<file path="config.mk">
export PLATFORM = sky130hd
export DESIGN_NAME = sc0_channel0
export DESIGN_NICKNAME = d
export VERILOG_FILES = /design/src/sc0_pkg.sv /design/src/sc0_channel0.sv /design/src/sc0_sync.sv
export VERILOG_INCLUDE_DIRS = /design/src
export SDC_FILE = /design/constraint.sdc
export NUM_CORES = 1
export LEC_CHECK = 0
export ABC_AREA = 0
export BUFFER_PORTS_ARGS = -buffer_cell sky130_fd_sc_hd__buf_2
export CAP_MARGIN = 20
export CORE_ASPECT_RATIO = 1.4
export CORE_MARGIN = 8
export CORE_UTILIZATION = 45
export CTS_CLUSTER_SIZE = 28
export DETAILED_ROUTE_END_ITERATION = 8
export PLACE_DENSITY = 0.69
export SLEW_MARGIN = 20
export SYNTH_ARGS = -nofsm -noshare
export SYNTH_HDL_FRONTEND = slang
export SYNTH_HIERARCHICAL = 1
export SYNTH_SLANG_ARGS = --single-unit
</file>
<file path="constraint.sdc">
create_clock -name MCLK -period 6.5 [get_ports MCLK]
set_input_delay 0.975 -clock MCLK [delete_from_list [all_inputs] [get_ports MCLK]]
set_output_delay 0.975 -clock MCLK [all_outputs]
set_load 0.02 [all_outputs]
</file>
<file path="src/sc0_consts.svh">
// Constants for serial channel 0: register offsets, field positions,
// reset values and timing counts. Definitions only.
`ifndef SC0_CONSTS_SVH
`define SC0_CONSTS_SVH

// APB byte offsets
`define SC0_OFF_SHIFT   12'h000
`define SC0_OFF_MODE    12'h004
`define SC0_OFF_BUSCTL  12'h008
`define SC0_OFF_SVA     12'h00c
`define SC0_OFF_STATUS  12'h010
`define SC0_OFF_PORT    12'hff0

// Mode register fields
`define SC0_MODE_EN     7
`define SC0_MODE_SEL_HI 5
`define SC0_MODE_SEL_LO 4
`define SC0_MODE_LINE   3
`define SC0_MODE_LSB    2
`define SC0_MODE_INT    1

// Bus control register fields
`define SC0_BC_REL_TRIG 0
`define SC0_BC_CMD_TRIG 1
`define SC0_BC_WAKEUP   4

// Status register fields
`define SC0_ST_RELEASE_DETECTED     0
`define SC0_ST_COMMAND_DETECTED     1
`define SC0_ST_IRQ      2
`define SC0_ST_ACTIVE   5
`define SC0_ST_MATCH    6

// Port latch register
`define SC0_PORT_CLK    1

// Reset values
`define SC0_RST_MODE    8'h00
`define SC0_RST_PORT    8'h02
`define SC0_RST_BUSCTL  8'h00
`define SC0_RST_SVA     8'h00

// Frame lengths in serial clocks
`define SC0_DATA_BITS   4'd8
`define SC0_BUS_BITS    4'd9

// Half period of the generated serial clock, in MCLK cycles
`define SC0_CLK_HALF    8

`endif

</file>
<file path="src/sc0_pkg.sv">
// Types shared by the serial channel 0 design.
// Assumes nothing beyond a SystemVerilog compiler.
package sc0_pkg;

    typedef enum logic [1:0] {
        SC0_STOP,
        SC0_THREE_WIRE,
        SC0_TWO_WIRE,
        SC0_ADDR_BUS
    } sc0_mode_e;

    typedef enum logic [1:0] {
        SC0_IDLE,
        SC0_WAIT_READY,
        SC0_RUN
    } sc0_state_e;

    typedef enum logic [1:0] {
        SC0_FRAME_DATA,
        SC0_FRAME_CMD,
        SC0_FRAME_ADDR
    } sc0_frame_e;

endpackage

</file>
<file path="src/sc0_channel0.sv">
// Serial channel 0: stop, 3-wire, 2-wire open-drain and addressed bus
// modes, reached over APB. Assumes pull-ups on the bus lines and that
// the pin-level resolution is done outside from the enables.
//
// Chosen here: the placing of the registers and the APB slave port.
`timescale 1ns/100ps
`default_nettype none
`include "sc0_consts.svh"

// What this block does
// Stop mode: shift register is plain storage
// Reset gives stop mode, data pins inputs
// 3-wire: shift at falling clock, latch drives
// 3-wire: sample serial input at rising clock
// After 8 bits stop and set flag
// Triggers force output latch; only when idle
// Mode bit 2 selects MSB or LSB first in 3-wire mode only
// Bit order reversed on bus paths only
// 2-wire: MSB first on selected open-drain line
// Board pulls up the open-drain line
// Bus mode: shift falling, latch rising
// Bus mode tells address, command, data frames
// Wake-up in bus mode: flag only on address match
// Write starts transfer when enabled, clock high
// Enabling after the write starts nothing
// Software preloads all-ones before receiving
// Wake-up keeps pull-down off while receiving
// Write during busy waits for ready line
// Idle generated clock stays high
// Clock port latch bit 1, resets to 1
// Software keeps clock latch high
// Data rise, clock high: release detected
// Data fall, clock high: command detected
// Acknowledge low for one clock after receive
// Without wake-up flag at ninth rising edge
// Serial clock rests high between transfers
module sc0_channel0
    import sc0_pkg::*;
#(
    parameter int CLK_HALF = `SC0_CLK_HALF
) (
    // Clock and reset
    input  wire logic        MCLK,
    input  wire logic        RST_B,
    // APB slave
    input  wire logic        PSEL,
    input  wire logic        PENABLE,
    input  wire logic        PWRITE,
    input  wire logic [11:0] PADDR,
    input  wire logic [31:0] PWDATA,
    output var  logic [31:0] PRDATA,
    output logic             PREADY,
    output logic             PSLVERR,
    // Serial clock pin
    input  wire logic        CH0_CLOCK_PIN_I,
    output logic             CH0_CLOCK_PIN_O,
    output logic             CH0_CLOCK_PIN_OE,
    // Line A: serial output in 3-wire mode, open-drain otherwise
    input  wire logic        BUS_LINE_A_I,
    output logic             BUS_LINE_A_O,
    output logic             BUS_LINE_A_OE,
    // Line B: serial input in 3-wire mode, open-drain otherwise
    input  wire logic        BUS_LINE_B_I,
    output logic             BUS_LINE_B_O,
    output logic             BUS_LINE_B_OE
);

    logic [7:0]  sr_q;
    logic [7:0]  mode_q;
    logic [7:0]  busctl_q;
    logic [7:0]  sva_q;
    logic [7:0]  port_q;
    logic        out_latch_q;
    logic        irq_q;
    logic        release_detected_q;
    logic        command_detected_q;
    logic        match_q;
    sc0_frame_e  frame_q;
    sc0_state_e  state_q;
    logic [3:0]  bits_q;
    logic        gen_q;
    logic [7:0]  gcnt_q;
    logic [3:0]  grise_q;
    logic        clk_p_q;
    logic        dl_p_q;
    logic [2:0]  pins_s;
    logic        clk_s;
    logic        la_s;
    logic        lb_s;
    logic        dl_s;
    logic        sin;
    sc0_mode_e   mode;
    logic        en;
    logic        wakeup_enable;
    logic        bus;
    logic        sclk_rise;
    logic        sclk_fall;
    logic        run;
    logic        wr;
    logic        wr_shift;
    logic        hit;
    logic        lsb_first;
    logic [7:0]  wr_rev;
    logic [7:0]  rd_rev;
    logic [7:0]  wr_ord;
    logic [7:0]  rd_ord;
    logic [3:0]  last;
    logic        done;
    logic        gate_ok;
    logic        od_drive;
    logic [7:0]  rx_next;

    sc0_sync #(
        .WIDTH(3)
    ) u_sync (
        .clk      (MCLK),
        .rst_b    (RST_B),
        .async_in ({CH0_CLOCK_PIN_I, BUS_LINE_B_I, BUS_LINE_A_I}),
        .sync_out (pins_s)
    );

    assign la_s  = pins_s[0];
    assign lb_s  = pins_s[1];
    assign clk_s = pins_s[2];

    assign mode = sc0_mode_e'(mode_q[`SC0_MODE_SEL_HI:`SC0_MODE_SEL_LO]);
    assign en   = mode_q[`SC0_MODE_EN];
    assign wakeup_enable  = busctl_q[`SC0_BC_WAKEUP];
    assign bus  = (mode == SC0_ADDR_BUS);
    assign dl_s = mode_q[`SC0_MODE_LINE] ? lb_s : la_s;
    assign sin  = (mode == SC0_THREE_WIRE) ? lb_s : dl_s;
    assign last = bus ? `SC0_BUS_BITS : `SC0_DATA_BITS;
    assign run  = (state_q == SC0_RUN) && (mode != SC0_STOP);

    // Edges are taken on the resynchronised pin so that both an external
    // master clock and our own generated clock are seen the same way.
    assign sclk_rise = clk_s & ~clk_p_q;
    assign sclk_fall = ~clk_s & clk_p_q;
    assign done      = run && sclk_rise && (bits_q == last - 4'd1);
    assign rx_next   = {sr_q[6:0], sin};
    // Without wake-up every frame flags; with it in bus mode only a matched address
    assign gate_ok   = !(bus && wakeup_enable) || match_q;

    always_ff @(posedge MCLK) begin
        clk_p_q <= RST_B ? clk_s : 1'b1;
        dl_p_q  <= RST_B ? dl_s : 1'b1;
    end

    // APB decode: zero wait states, error on unmapped offsets
    assign wr       = PSEL && PENABLE && PWRITE;
    assign wr_shift = wr && (PADDR == `SC0_OFF_SHIFT);
    assign hit      = (PADDR == `SC0_OFF_SHIFT) || (PADDR == `SC0_OFF_MODE)
                   || (PADDR == `SC0_OFF_BUSCTL) || (PADDR == `SC0_OFF_SVA)
                   || (PADDR == `SC0_OFF_STATUS) || (PADDR == `SC0_OFF_PORT);
    assign PREADY   = 1'b1;
    assign PSLVERR  = PSEL && PENABLE && !hit;

    // Bit order is swapped on the bus side; the shifter always runs MSB out
    assign lsb_first = mode_q[`SC0_MODE_LSB] && (mode == SC0_THREE_WIRE);
    generate
        for (genvar i = 0; i < 8; i++) begin : g_rev
            assign wr_rev[i] = PWDATA[7-i];
            assign rd_rev[i] = sr_q[7-i];
        end
    endgenerate
    assign wr_ord = lsb_first ? wr_rev : PWDATA[7:0];
    assign rd_ord = lsb_first ? rd_rev : sr_q;

    always_ff @(posedge MCLK) begin
        if (!RST_B) begin
            PRDATA <= 32'h0;
        end else if (PSEL && !PENABLE && !PWRITE) begin
            case (PADDR)
                `SC0_OFF_SHIFT:  PRDATA <= {24'h0, rd_ord};
                `SC0_OFF_MODE:   PRDATA <= {24'h0, mode_q};
                `SC0_OFF_BUSCTL: PRDATA <= {24'h0, busctl_q};
                `SC0_OFF_SVA:    PRDATA <= {24'h0, sva_q};
                `SC0_OFF_STATUS: PRDATA <= {24'h0, 1'b0, match_q,
                                            run, frame_q, irq_q,
                                            command_detected_q, release_detected_q};
                `SC0_OFF_PORT:   PRDATA <= {24'h0, port_q};
                default:         PRDATA <= 32'h0;
            endcase
        end
    end

    // Configuration registers
    always_ff @(posedge MCLK) begin
        if (!RST_B) begin
            mode_q   <= `SC0_RST_MODE;
            busctl_q <= `SC0_RST_BUSCTL;
            sva_q    <= `SC0_RST_SVA;
            port_q   <= `SC0_RST_PORT;
        end else if (wr) begin
            case (PADDR)
                `SC0_OFF_MODE:   mode_q <= PWDATA[7:0];
                `SC0_OFF_BUSCTL: busctl_q <= {PWDATA[7:2], 2'b00};
                `SC0_OFF_SVA:    sva_q <= PWDATA[7:0];
                `SC0_OFF_PORT:   port_q <= {6'h0, PWDATA[`SC0_PORT_CLK],
                                            1'b0};
                default:         ;
            endcase
        end
    end

    // Transfer sequencing
    always_ff @(posedge MCLK) begin
        if (!RST_B) begin
            state_q <= SC0_IDLE;
            bits_q  <= 4'd0;
        end else if (mode == SC0_STOP || !en) begin
            state_q <= SC0_IDLE;
            bits_q  <= 4'd0;
        end else begin
            case (state_q)
                SC0_IDLE: begin
                    // Enabling later does not start a stored byte
                    if (wr_shift && clk_s) begin
                        bits_q  <= 4'd0;
                        state_q <= (bus && !dl_s) ? SC0_WAIT_READY
                                                  : SC0_RUN;
                    end
                end
                SC0_WAIT_READY: begin
                    if (dl_s) begin
                        state_q <= SC0_RUN;
                    end
                end
                SC0_RUN: begin
                    if (done) begin
                        state_q <= SC0_IDLE;
                    end else if (sclk_rise) begin
                        bits_q <= bits_q + 4'd1;
                    end
                end
                default: state_q <= SC0_IDLE;
            endcase
        end
    end

    // Shift register and output latch
    always_ff @(posedge MCLK) begin
        if (!RST_B) begin
            sr_q        <= 8'h00;
            out_latch_q <= 1'b1;
        end else if (run) begin
            if (sclk_fall && bits_q < `SC0_DATA_BITS) begin
                out_latch_q <= sr_q[7];
            end else if (sclk_fall) begin
                out_latch_q <= !gate_ok;
            end else if (sclk_rise && bits_q < `SC0_DATA_BITS) begin
                sr_q <= rx_next;
            end
            if (done && bus) begin
                out_latch_q <= 1'b1;
            end
        end else if (wr && state_q == SC0_IDLE) begin
            if (PADDR == `SC0_OFF_SHIFT) begin
                sr_q <= wr_ord;
            end else if (PADDR == `SC0_OFF_BUSCTL) begin
                if (PWDATA[`SC0_BC_REL_TRIG]) begin
                    out_latch_q <= 1'b1;
                end else if (PWDATA[`SC0_BC_CMD_TRIG]) begin
                    out_latch_q <= 1'b0;
                end
            end
        end
    end

    // Address match, frame type and the transfer flag
    always_ff @(posedge MCLK) begin
        if (!RST_B) begin
            match_q <= 1'b0;
            frame_q <= SC0_FRAME_DATA;
            irq_q   <= 1'b0;
        end else begin
            if (run && sclk_rise && bits_q == `SC0_DATA_BITS - 4'd1) begin
                match_q <= release_detected_q && (rx_next == sva_q);
            end
            if (done) begin
                frame_q <= release_detected_q ? SC0_FRAME_ADDR
                         : command_detected_q ? SC0_FRAME_CMD
                                  : SC0_FRAME_DATA;
            end
            // A set in the clearing cycle wins
            if (wr && PADDR == `SC0_OFF_STATUS && PWDATA[`SC0_ST_IRQ]) begin
                irq_q <= 1'b0;
            end
            if (done && gate_ok) begin
                irq_q <= 1'b1;
            end
        end
    end

    // Release and command conditions on the selected line
    always_ff @(posedge MCLK) begin
        if (!RST_B) begin
            release_detected_q <= 1'b0;
            command_detected_q <= 1'b0;
        end else begin
            if (done) begin
                release_detected_q <= 1'b0;
                command_detected_q <= 1'b0;
            end
            if (bus && en && clk_s && clk_p_q) begin
                if (dl_s && !dl_p_q) begin
                    release_detected_q <= 1'b1;
                    command_detected_q <= 1'b0;
                end else if (!dl_s && dl_p_q) begin
                    command_detected_q <= 1'b1;
                end
            end
        end
    end

    // Internal serial clock: held high while idle, rising edge last
    always_ff @(posedge MCLK) begin
        if (!RST_B) begin
            gen_q   <= 1'b1;
            gcnt_q  <= 8'h00;
            grise_q <= 4'd0;
        end else if (run && mode_q[`SC0_MODE_INT] && grise_q < last) begin
            if (gcnt_q == 8'(CLK_HALF - 1)) begin
                gcnt_q <= 8'h00;
                gen_q  <= !gen_q;
                if (!gen_q) begin
                    grise_q <= grise_q + 4'd1;
                end
            end else begin
                gcnt_q <= gcnt_q + 8'h01;
            end
        end else begin
            gen_q  <= 1'b1;
            gcnt_q <= 8'h00;
            if (!run) begin
                grise_q <= 4'd0;
            end
        end
    end

    // Pins; wake-up keeps the pull-down off while a byte comes in
    assign od_drive = !out_latch_q
                   && !(bus && wakeup_enable && run && bits_q < `SC0_DATA_BITS);

    assign CH0_CLOCK_PIN_O  = gen_q & port_q[`SC0_PORT_CLK];
    assign CH0_CLOCK_PIN_OE = en && mode_q[`SC0_MODE_INT]
                           && (mode != SC0_STOP);

    always_comb begin
        BUS_LINE_A_O  = 1'b0;
        BUS_LINE_A_OE = 1'b0;
        BUS_LINE_B_O  = 1'b0;
        BUS_LINE_B_OE = 1'b0;
        if (en) begin
            case (mode)
                SC0_THREE_WIRE: begin
                    BUS_LINE_A_O  = out_latch_q;
                    BUS_LINE_A_OE = 1'b1;
                end
                SC0_TWO_WIRE, SC0_ADDR_BUS: begin
                    if (mode_q[`SC0_MODE_LINE]) begin
                        BUS_LINE_B_OE = od_drive;
                    end else begin
                        BUS_LINE_A_OE = od_drive;
                    end
                end
                default: ;
            endcase
        end
    end
endmodule

`default_nettype wire

</file>
<file path="src/sc0_sync.sv">
// Two-stage synchroniser for a group of pin levels.
// Assumes each input is a level from outside the MCLK domain.
`timescale 1ns/100ps
`default_nettype none

module sc0_sync #(
    parameter int WIDTH = 3
) (
    // Clock and reset
    input  wire logic             clk,
    input  wire logic             rst_b,
    // Levels
    input  wire logic [WIDTH-1:0] async_in,
    output var  logic [WIDTH-1:0] sync_out
);

    logic [WIDTH-1:0] meta_q;

    // First stage feeds only the second stage
    generate
        for (genvar i = 0; i < WIDTH; i++) begin : g_bit
            always_ff @(posedge clk) begin
                if (!rst_b) begin
                    meta_q[i]   <= 1'b1;
                    sync_out[i] <= 1'b1;
                end else begin
                    meta_q[i]   <= async_in[i];
                    sync_out[i] <= meta_q[i];
                end
            end
        end
    endgenerate

endmodule

`default_nettype wire

</file>
== Yosys cells after proc, flatten, opt, wreduce, memory -nomap -nowiden ==
Cells that the tools add are included.

* Flip-flop bits (word level): 97
* Output and inout bits: 40
* Word-level logic and storage cells: 193

* $add $sub $neg: 4
* Magnitude comparators: 2
* Equality and inequality tests: 27
* Muxes and demuxes: 53
* Bitwise gates (word level): 7
* Reduce and logical (&&, ||, !) cells: 75

{| class="wikitable"
|+ Operator list
! kind !! number
|-
| 8-bit 2-to-1 mux || 8
|-
| 8-bit one-hot mux with 6 select lines || 1
|-
| 1-bit logical AND || 34
|-
| 1-bit 2-to-1 mux || 29
|-
| 4-bit 2-to-1 mux || 7
|-
| 12-bit by 4-bit equality test with 1-bit output, second input constant || 2
|-
| 2-bit inequality test, second input constant || 9
|-
| 12-bit equality test, second input constant || 1
|-
| 12-bit by 3-bit equality test with 1-bit output, second input constant || 1
|-
| 12-bit by 5-bit equality test with 1-bit output, second input constant || 1
|-
| 12-bit logical NOT || 1
|-
| 2-bit nonzero test || 6
|-
| 1-bit logical NOT || 11
|-
| 2-bit 2-to-1 mux || 5
|-
| 2-bit AND reduction || 5
|-
| 5-bit AND reduction || 2
|-
| 4-bit by 1-bit adder with 4-bit output, second input constant || 2
|-
| 8-bit by 1-bit adder with 8-bit output, second input constant || 1
|-
| 8-bit by 3-bit equality test with 1-bit output, second input constant || 1
|-
| 8-bit equality test || 1
|-
| 4-bit one-hot mux with 2 select lines || 1
|-
| 1-bit logical OR || 7
|-
| 2-bit equality test, second input constant || 3
|-
| 2-bit by 1-bit inequality test with 1-bit output, second input constant || 3
|-
| 17 further kinds || 26
|}

== Logic depth before layout (Yosys ltp) ==
Gate-level depths: netlist of run 1.

* Depth after elaboration: 9
* Depth in mapped cells: 7

== Modules after synthesis ==
The synthesis of run 1 kept the hierarchy.

{| class="wikitable"
|+ By module, submodules not included
! module !! instances !! cells an instance !! area each (um^2)
|-
| sc0_channel0 || 1 || 446 || 3776.1
|-
| sc0_sync || 1 || 12 || 157.7
|}

== Least setup slack after synthesis of run 1 ==
No wires, ideal clock.

* Kind: input to output
* Start: input PADDR[2]
* End: output PSLVERR
* Arrival: 2.219 ns
* Setup slack: 3.306 ns
* Stages: 3
* Path buffers: 0
* Cell sequence: or4_1 > nor4_1 > a211oi_1

* Longest elaborated chain between the ends: 8

{| class="wikitable"
|+ Ends and longest elaborated chain
! item !! line !! source
|-
| start: declaration || sc0_channel0.sv:49 || <nowiki>input wire logic [11:0] PADDR,</nowiki>
|-
| 12-bit by 3-bit equality test with 1-bit output / 12-bit logical NOT (equally long branches) || -- ||
|-
| 1-bit logical OR (4 in a row) || sc0_channel0.sv:152 || <nowiki>assign hit = (PADDR == `SC0_OFF_SHIFT) || (PADDR == `SC0_OFF_MODE)</nowiki>
|-
| 1-bit logical OR (*) || sc0_channel0.sv:152 ||
|-
| 1-bit logical NOT (*) || sc0_channel0.sv:156 || <nowiki>assign PSLVERR = PSEL && PENABLE && !hit;</nowiki>
|-
| 1-bit logical AND (*) || sc0_channel0.sv:156 ||
|-
| end: declaration || sc0_channel0.sv:53 || <nowiki>output logic PSLVERR,</nowiki>
|}

Every way passes the cells marked *; elsewhere a longest branch is shown, timed or not.

== Worst setup path in the final report of run 1 ==
Same ends and word-level chain as after synthesis.

==> run_results.csv, run 1 <==
group,metric,value,unit
worst_setup_path,crit_path_end_kind,"primary output",
global_routing,overflow,0,
global_routing,grt_max_degree,69,
yosys,yosysMostFrequentCell,"dfxtp_1",
yosys,synthTopCellsByCount,"dfxtp_1 (73), nand2_1 (69), buf_4 (28)",
sta,post-route-min-period,3610,ps
yosys,synth_edf_count,0,
clocking,cts_setup_buffers,0,
route,vias,3442,
sta,worst-slew-pin-transition,1030,ps
sta,finClkSkew,9.08,ps
sta,timing.final.crit_share,55.5,%
placement,post-place-cells,584,
hold_path,hold_class,"flop to flop",
global_routing,grt_pass1_wl,16.4,mm
sta,timing.slew.headroom,31.1,%
placement,gp_congestion,0.866,
placement,place_hpwl,7.44,mm
power_and_ir_drop,switching_share,21.9,%
clocking,htree_levels,3,
yosys,postSynth.asyncResetShare,0,%
sta,rsz0062_at_grt,"no",
route,drtIter0Drc,261,
power_and_ir_drop,vdd_drop_max,0.000236,V
route,wl_per_cell,16.7,um
yosys,yosysSeqAreaShare,37.2,%
global_routing,grt_use_total,17.0,%
clocking,path_clk_slew,60,ps
sta,setup_ws,2890,ps
sta,hold_viol,0,
worst_setup_path,cpPeakStageDelay,660,ps
layout,fin_cells,601,
yosys,yosys_warnings,6,
placement,post-place-ws,2880,ps
route,maxUsedRoutingLayer,"met4",
die,initial_utilization,46.0,%
route,dr.pass1.iters,5,
route,wl_met3,525,um
power_and_ir_drop,pwr-share-comb,5.9,%
worst_setup_path,crit_path_frequent_cell,"buf_2",
run_status,status,"finished, final reports clean",
layout,fillers,784,
power_and_ir_drop,p_switching,0.000229,W
layout,seq_area,1460,um^2
clocking,cts_sinks,73,
worst_setup_path,startpoint_type,"input port",
die,die_area,12000,um^2
worst_setup_path,crit_path_top_delay_cell,"nor4_1",
yosys,ys_top_cells_by_area,"dfxtp_1 (37%), nand2_1 (6.6%), buf_4 (5.3%), mux2i_1 (4.3%), a21boi_1 (3.4%)",
power_and_ir_drop,p_int,0.000816,W
worst_setup_path,crit_required,5520,ps
worst_setup_path,cp_cell_sequence,"buf_2, or4_1, nor4_1, a211oi_1, buf_2",
clocking,cts_buffer_depth,2,
layout,num_antenna_cells,0,
clocking,hold_buffers,0,
layout,syn2layout_area_growth,12.3,%
yosys,yosysUniqueCellTypes,58,
yosys,yosysTopAreaCellShare,37.2,%
clocking,numCtsBuffers,9,
route,wl,10.0,mm
route,drc,0,
yosys,synth.cell_area,3930,um^2
power_and_ir_drop,p_clk_share,50.6,%
die,num_io_pins,92,
yosys,synth-seq-cells,73,
clocking,clk_latency,340,ps
route,wl_met2,5.15,mm
sta,fmax,0.277,GHz
run,drv_cap,0,
worst_setup_path,criticalPathCategory,"input port to primary output",
sta,finalSetupViolCount,0,
yosys,yosysTopAreaCell,"dfxtp_1",
power_and_ir_drop,leakage,1.71,nW
clocking,cts_root_buffer,"clkbuf_16",
worst_setup_path,crit_fanout,6,
power_and_ir_drop,power_density,237,nW/um^2
sta,maxSlewViolCount,0,
placement,io_buffers,41,
die,die_h,127,um
route,ant_nets,0,
clocking,cts_tree,"built",
die,die_w,95.0,um
worst_setup_path,critPathArrivalTime,2630,ps
layout,layout.nets,546,
sta,fin_setup_tns,0,ps
power_and_ir_drop,power_frac_seq,43.5,%
yosys,ys.flop_type,"dfxtp_1",
die,num_rows,40,
layout,final_layout_size_suffix_gt1_share,16.9,%
global_routing,antenna_found_initial,0,
route,viasPerCell,5.73,
route,drt-met1-wl,4.16,mm
yosys,syn_inst,458,
die,core_area,8560,um^2
global_routing,grt_pass1_vias,3303,
yosys,avgSynthCellArea,8.59,um^2
layout,multi_input_area,2250,um^2
clocking,cts-resized-gates,0,
[cells in the final DEF, fill, tap and decap left out, drive strengths merged, types with 4 or more instances in the layout]
master	n
a21boi	19
a21oi	9
a221oi	7
a222oi	5
a22oi	7
a31oi	4
and2	5
and3	5
buf	45
clkbuf	11
conb	26
dfxtp	73
inv	7
mux2	9
mux2i	17
nand2	69
nand2b	12
nand3	19
nand4	5
nor2	21
nor2b	13
nor4	9
o2111ai	8
o21ai	21
or2	5
or4	6
xnor2	7
xor2	9
[cells by family (layout without fill, tap and decap cells)]
family          count (synthesis)  count (layout)  share of synthesized area, %
simple gates                  185             185                          24.9
compound gates                 99              99                          18.3
flops                          73              73                          37.2
buf+inv                        54              68                          8.05
mux                            26              26                          6.90
xor+xnor                       16              16                          3.56
fa+ha+maj                       3               3                         0.954
other cells                     2              26                         0.191
[power groups by stage]
stage               Sequential (W)  Clock [W]  Combinational (W)
CTS                       0.000454   0.000536          0.0000615
finish                    0.000454   0.000529          0.0000621
global route              0.000454   0.000555          0.0000671
floorplan                 0.000466          0          0.0000493
global placement          0.000464          0          0.0000604
detailed placement        0.000464          0          0.0000612
[stage by stage]
stage	hold WS [ps]	util, %	cell area (um^2)	power, W
CTS	408	51.6	4410	0.00105
detailed placement	395	47.8	4090	0.000525
finish	406	51.6	4420	0.00105
global placement	388	47.8	4090	0.000524
global route	415	51.6	4420	0.00108
floorplan	386	-	4020	0.000516
[critical path: cells and delay by family]
kind            cells  cell delay, ps
buf+inv             2             330
compound gates      1              90
simple gates        2            1240
[layer usage]
metal	GRT usage, %	up-vias
met5	0	-
met4	7.01	0
met3	3.25	21
met2	29.1	111
met1	20.0	1641
li1	-	1669
[registers in the layout, summed over array words and instances, names as in the netlist]
signal              cells
out_latch_q             1
sva_q                   8
command_detected_q      1
dl_p_q                  1
u_sync/sync_out         3
gen_q                   1
release_detected_q      1
sr_q                    8
busctl_q                6
clk_p_q                 1
bits_q                  4
frame_q                 2
state_q                 2
irq_q                   1
PRDATA                  8
match_q                 1
mode_q                  8
gcnt_q                  8
grise_q                 4
u_sync/meta_q           3
port_q                  1
[final cells by class]
type / instances / share of cell area (%)
multi-input combinational: 355 / 50.8
inverter: 7 / 0.595
tap: 105 / 2.97
clock inverter: 5 / 1.78
sequential: 73 / 33.1
timing repair buffer: 45 / 5.27
clock buffer: 11 / 5.49
[worst paths after layout]
| path | from | end | depth (start not counted) | slack (ps) |
|---|---|---|---|---|
| max | PADDR[2] | PSLVERR | 5 | 2890 |
| max reg2reg | mode_q[4] | PRDATA[7] | 5 | 3990 |
| min reg2reg | u_sync/meta_q[0] | u_sync/sync_out[0] | 1 | 410 |
| min | u_sync/meta_q[0] | u_sync/sync_out[0] | 1 | 410 |
(Power assumes the default switching activity.)
==> inputs of run 2 (changes only) <==
--- a/config.mk
+++ b/config.mk
@@ -6,7 +6,7 @@
 export SDC_FILE = /design/constraint.sdc
 export NUM_CORES = 1
 export LEC_CHECK = 0
-export ABC_AREA = 0
+export ABC_AREA = 1
 export BUFFER_PORTS_ARGS = -buffer_cell sky130_fd_sc_hd__buf_2
 export CAP_MARGIN = 20
 export CORE_ASPECT_RATIO = 1.4
@@ -14,7 +14,7 @@
 export CORE_UTILIZATION = 45
 export CTS_CLUSTER_SIZE = 28
 export DETAILED_ROUTE_END_ITERATION = 8
-export PLACE_DENSITY = 0.69
+export PLACE_DENSITY = 0.71
 export SLEW_MARGIN = 20
 export SYNTH_ARGS = -nofsm -noshare
 export SYNTH_HDL_FRONTEND = slang
==> constraint.sdc (replaced) <==
create_clock -name MCLK -period 3.1 [get_ports MCLK]
set_input_delay 0.465 -clock MCLK [delete_from_list [all_inputs] [get_ports MCLK]]
set_output_delay 0.465 -clock MCLK [all_outputs]
set_load 0.02 [all_outputs]
==> run_results.csv, run 2 <==
group,metric,value,unit
run_status,status,"finished, final reports clean",
global_routing,grt_pass1_vias,3866,
yosys,yosysTopAreaCell,"dfxtp_1",
yosys,yosysTopAreaCellShare,34.3,%
sta,rsz0062_at_grt,"no",
global_routing,antenna_found_initial,0,
yosys,yosys_warnings,6,
route,wl,11.6,mm
clocking,cts_root_buffer,"clkbuf_16",
worst_setup_path,startpoint_type,"flop",
clocking,htree_levels,3,
layout,num_antenna_cells,0,
worst_setup_path,r2r_setup_slack,1220,ps
yosys,avgSynthCellArea,6.72,um^2
sta,maxSlewViolCount,0,
die,die_w,98.3,um
layout,syn2layout_area_growth,10.3,%
sta,finalSetupViolCount,0,
yosys,yosysMostFrequentCell,"nand2_1",
placement,post-place-cells,768,
route,ant_nets,0,
placement,gp_congestion,0.896,
yosys,syn_inst,635,
hold_path,hold_class,"input port to flop",
die,die_h,131,um
die,num_rows,42,
sta,worst-slew-pin-transition,946,ps
clocking,cts_tree,"built",
clocking,path_clk_slew,60,ps
clocking,clk_latency,340,ps
die,die_area,12900,um^2
power_and_ir_drop,leakage,2.03,nW
worst_setup_path,crit_required,2630,ps
sta,finClkSkew,7.95,ps
run,drv_cap,0,
die,num_io_pins,92,
layout,layout_common_cells,"nand2_1 (120), inv_1 (80), o21ai_0 (74)",
worst_setup_path,criticalPathCategory,"flop to primary output",
clocking,cts-resized-gates,0,
global_routing,grt_max_degree,49,
global_routing,overflow,0,
route,dr.pass1.iters,6,
placement,place_hpwl,8.78,mm
yosys,synthTopCellsByCount,"nand2_1 (120), inv_1 (80), o21ai_0 (74)",
sta,fmax,0.434,GHz
die,initial_utilization,45.6,%
global_routing,grt_pass1_wl,18.5,mm
yosys,synth.cell_area,4270,um^2
power_and_ir_drop,vdd_drop_max,0.000365,V
placement,io_buffers,41,
power_and_ir_drop,power_density,465,nW/um^2
route,drc,0,
global_routing,grt_use_total,17.8,%
worst_setup_path,crit_fanout,8,
sta,timing.final.crit_share,74.3,%
yosys,yosysUniqueCellTypes,42,
layout,final_layout_size_suffix_gt1_share,11.6,%
route,vias,4139,
die,core_area,9350,um^2
sta,fin_setup_tns,0,ps
clocking,cts_setup_buffers,0,
route,viasPerCell,5.29,
layout,fin_cells,783,
layout,fillers,959,
worst_setup_path,crit_path_end_kind,"primary output",
yosys,ys.flop_type,"dfxtp_1",
yosys,synth_edf_count,0,
layout,layout.nets,724,
clocking,cts_buffer_depth,2,
clocking,numCtsBuffers,9,
route,wl_per_cell,14.8,um
sta,timing.slew.headroom,36.6,%
layout,final_common_cell,"nand2_1",
clocking,cts_sinks,73,
yosys,postSynth.asyncResetShare,0,%
layout,utilization,50.3,%
sta,post-route-min-period,2300,ps
yosys,yosysSeqAreaShare,34.3,%
clocking,hold_buffers,0,
sta,hold_viol,0,
route,drtIter0Drc,344,
yosys,ys_top_cells_by_area,"dfxtp_1 (34%), nand2_1 (11%), o21ai_0 (8.7%), inv_1 (7.0%), nor2_1 (6.2%)",
worst_setup_path,critPathArrivalTime,1840,ps
yosys,synth-seq-cells,73,
[run 2: worst paths after layout]
check                   start                 end  depth (start not counted)
max                 mode_q[4]       BUS_LINE_B_OE                          6
min           CH0_CLOCK_PIN_I    u_sync/meta_q[2]                          3
max reg2reg         mode_q[5]           PRDATA[2]                          9
min reg2reg  u_sync/meta_q[1]  u_sync/sync_out[1]                          2
[run 2: stage by stage]
step | instance area, um^2 | setup WS (ps) | hold WS [ps] | total power (W)
CTS | 4700 | 827 | 290 | 0.00221
detailed placement | 4390 | 999 | 390 | 0.00111
finish | 4700 | 798 | 300 | 0.00219
floorplan | 4360 | 1250 | 380 | 0.00109
global placement | 4390 | 993 | 388 | 0.00111
global route | 4700 | 720 | 306 | 0.00226
[run 2: kinds of logic after synthesis]
group	share of synthesized area, %
AO/OA/AOI/OAI	15.5
XOR/XNOR	2.05
adder cells (fa/ha/maj)	0.880
buffers and inverters	15.1
flip-flops	34.3
other	0.176
AND/OR/NAND/NOR	32.0
[run 2: area by class of cell]
type / instances / area, um^2 / area share, %
sequential: 73 / 1460 / 31.1
clock buffer: 12 / 246 / 5.24
multi-input combinational: 458 / 2250 / 47.9
clock inverter: 3 / 65.1 / 1.38
tap: 110 / 138 / 2.93
inverter: 83 / 314 / 6.68
timing repair buffer: 44 / 228 / 4.84
[run 2: per-layer routing]
metal  vias up  global-route usage [%]  routed length [um]
met5         -                       0                   0
met4         0                    12.2                 544
met3        30                    3.96                 797
met2       161                    30.0                5580
met1      1869                    19.5                4680
li1       2079                       -                   -
[run 2: critical path, cell delays in order, from the launching register on]
cell,delay (ps)
dfxtp_1,350
nor2_1,160
inv_1,90
nand2_4,150
o21ai_0,140
nor4_1,370
buf_2,250
[run 2: where the power goes]
part	switching (W)	internal [W]
clock network	0.000374	0.000721
registers	0.00000419	0.000948
logic	0.000106	0.0000362
total	0.000484	0.00170
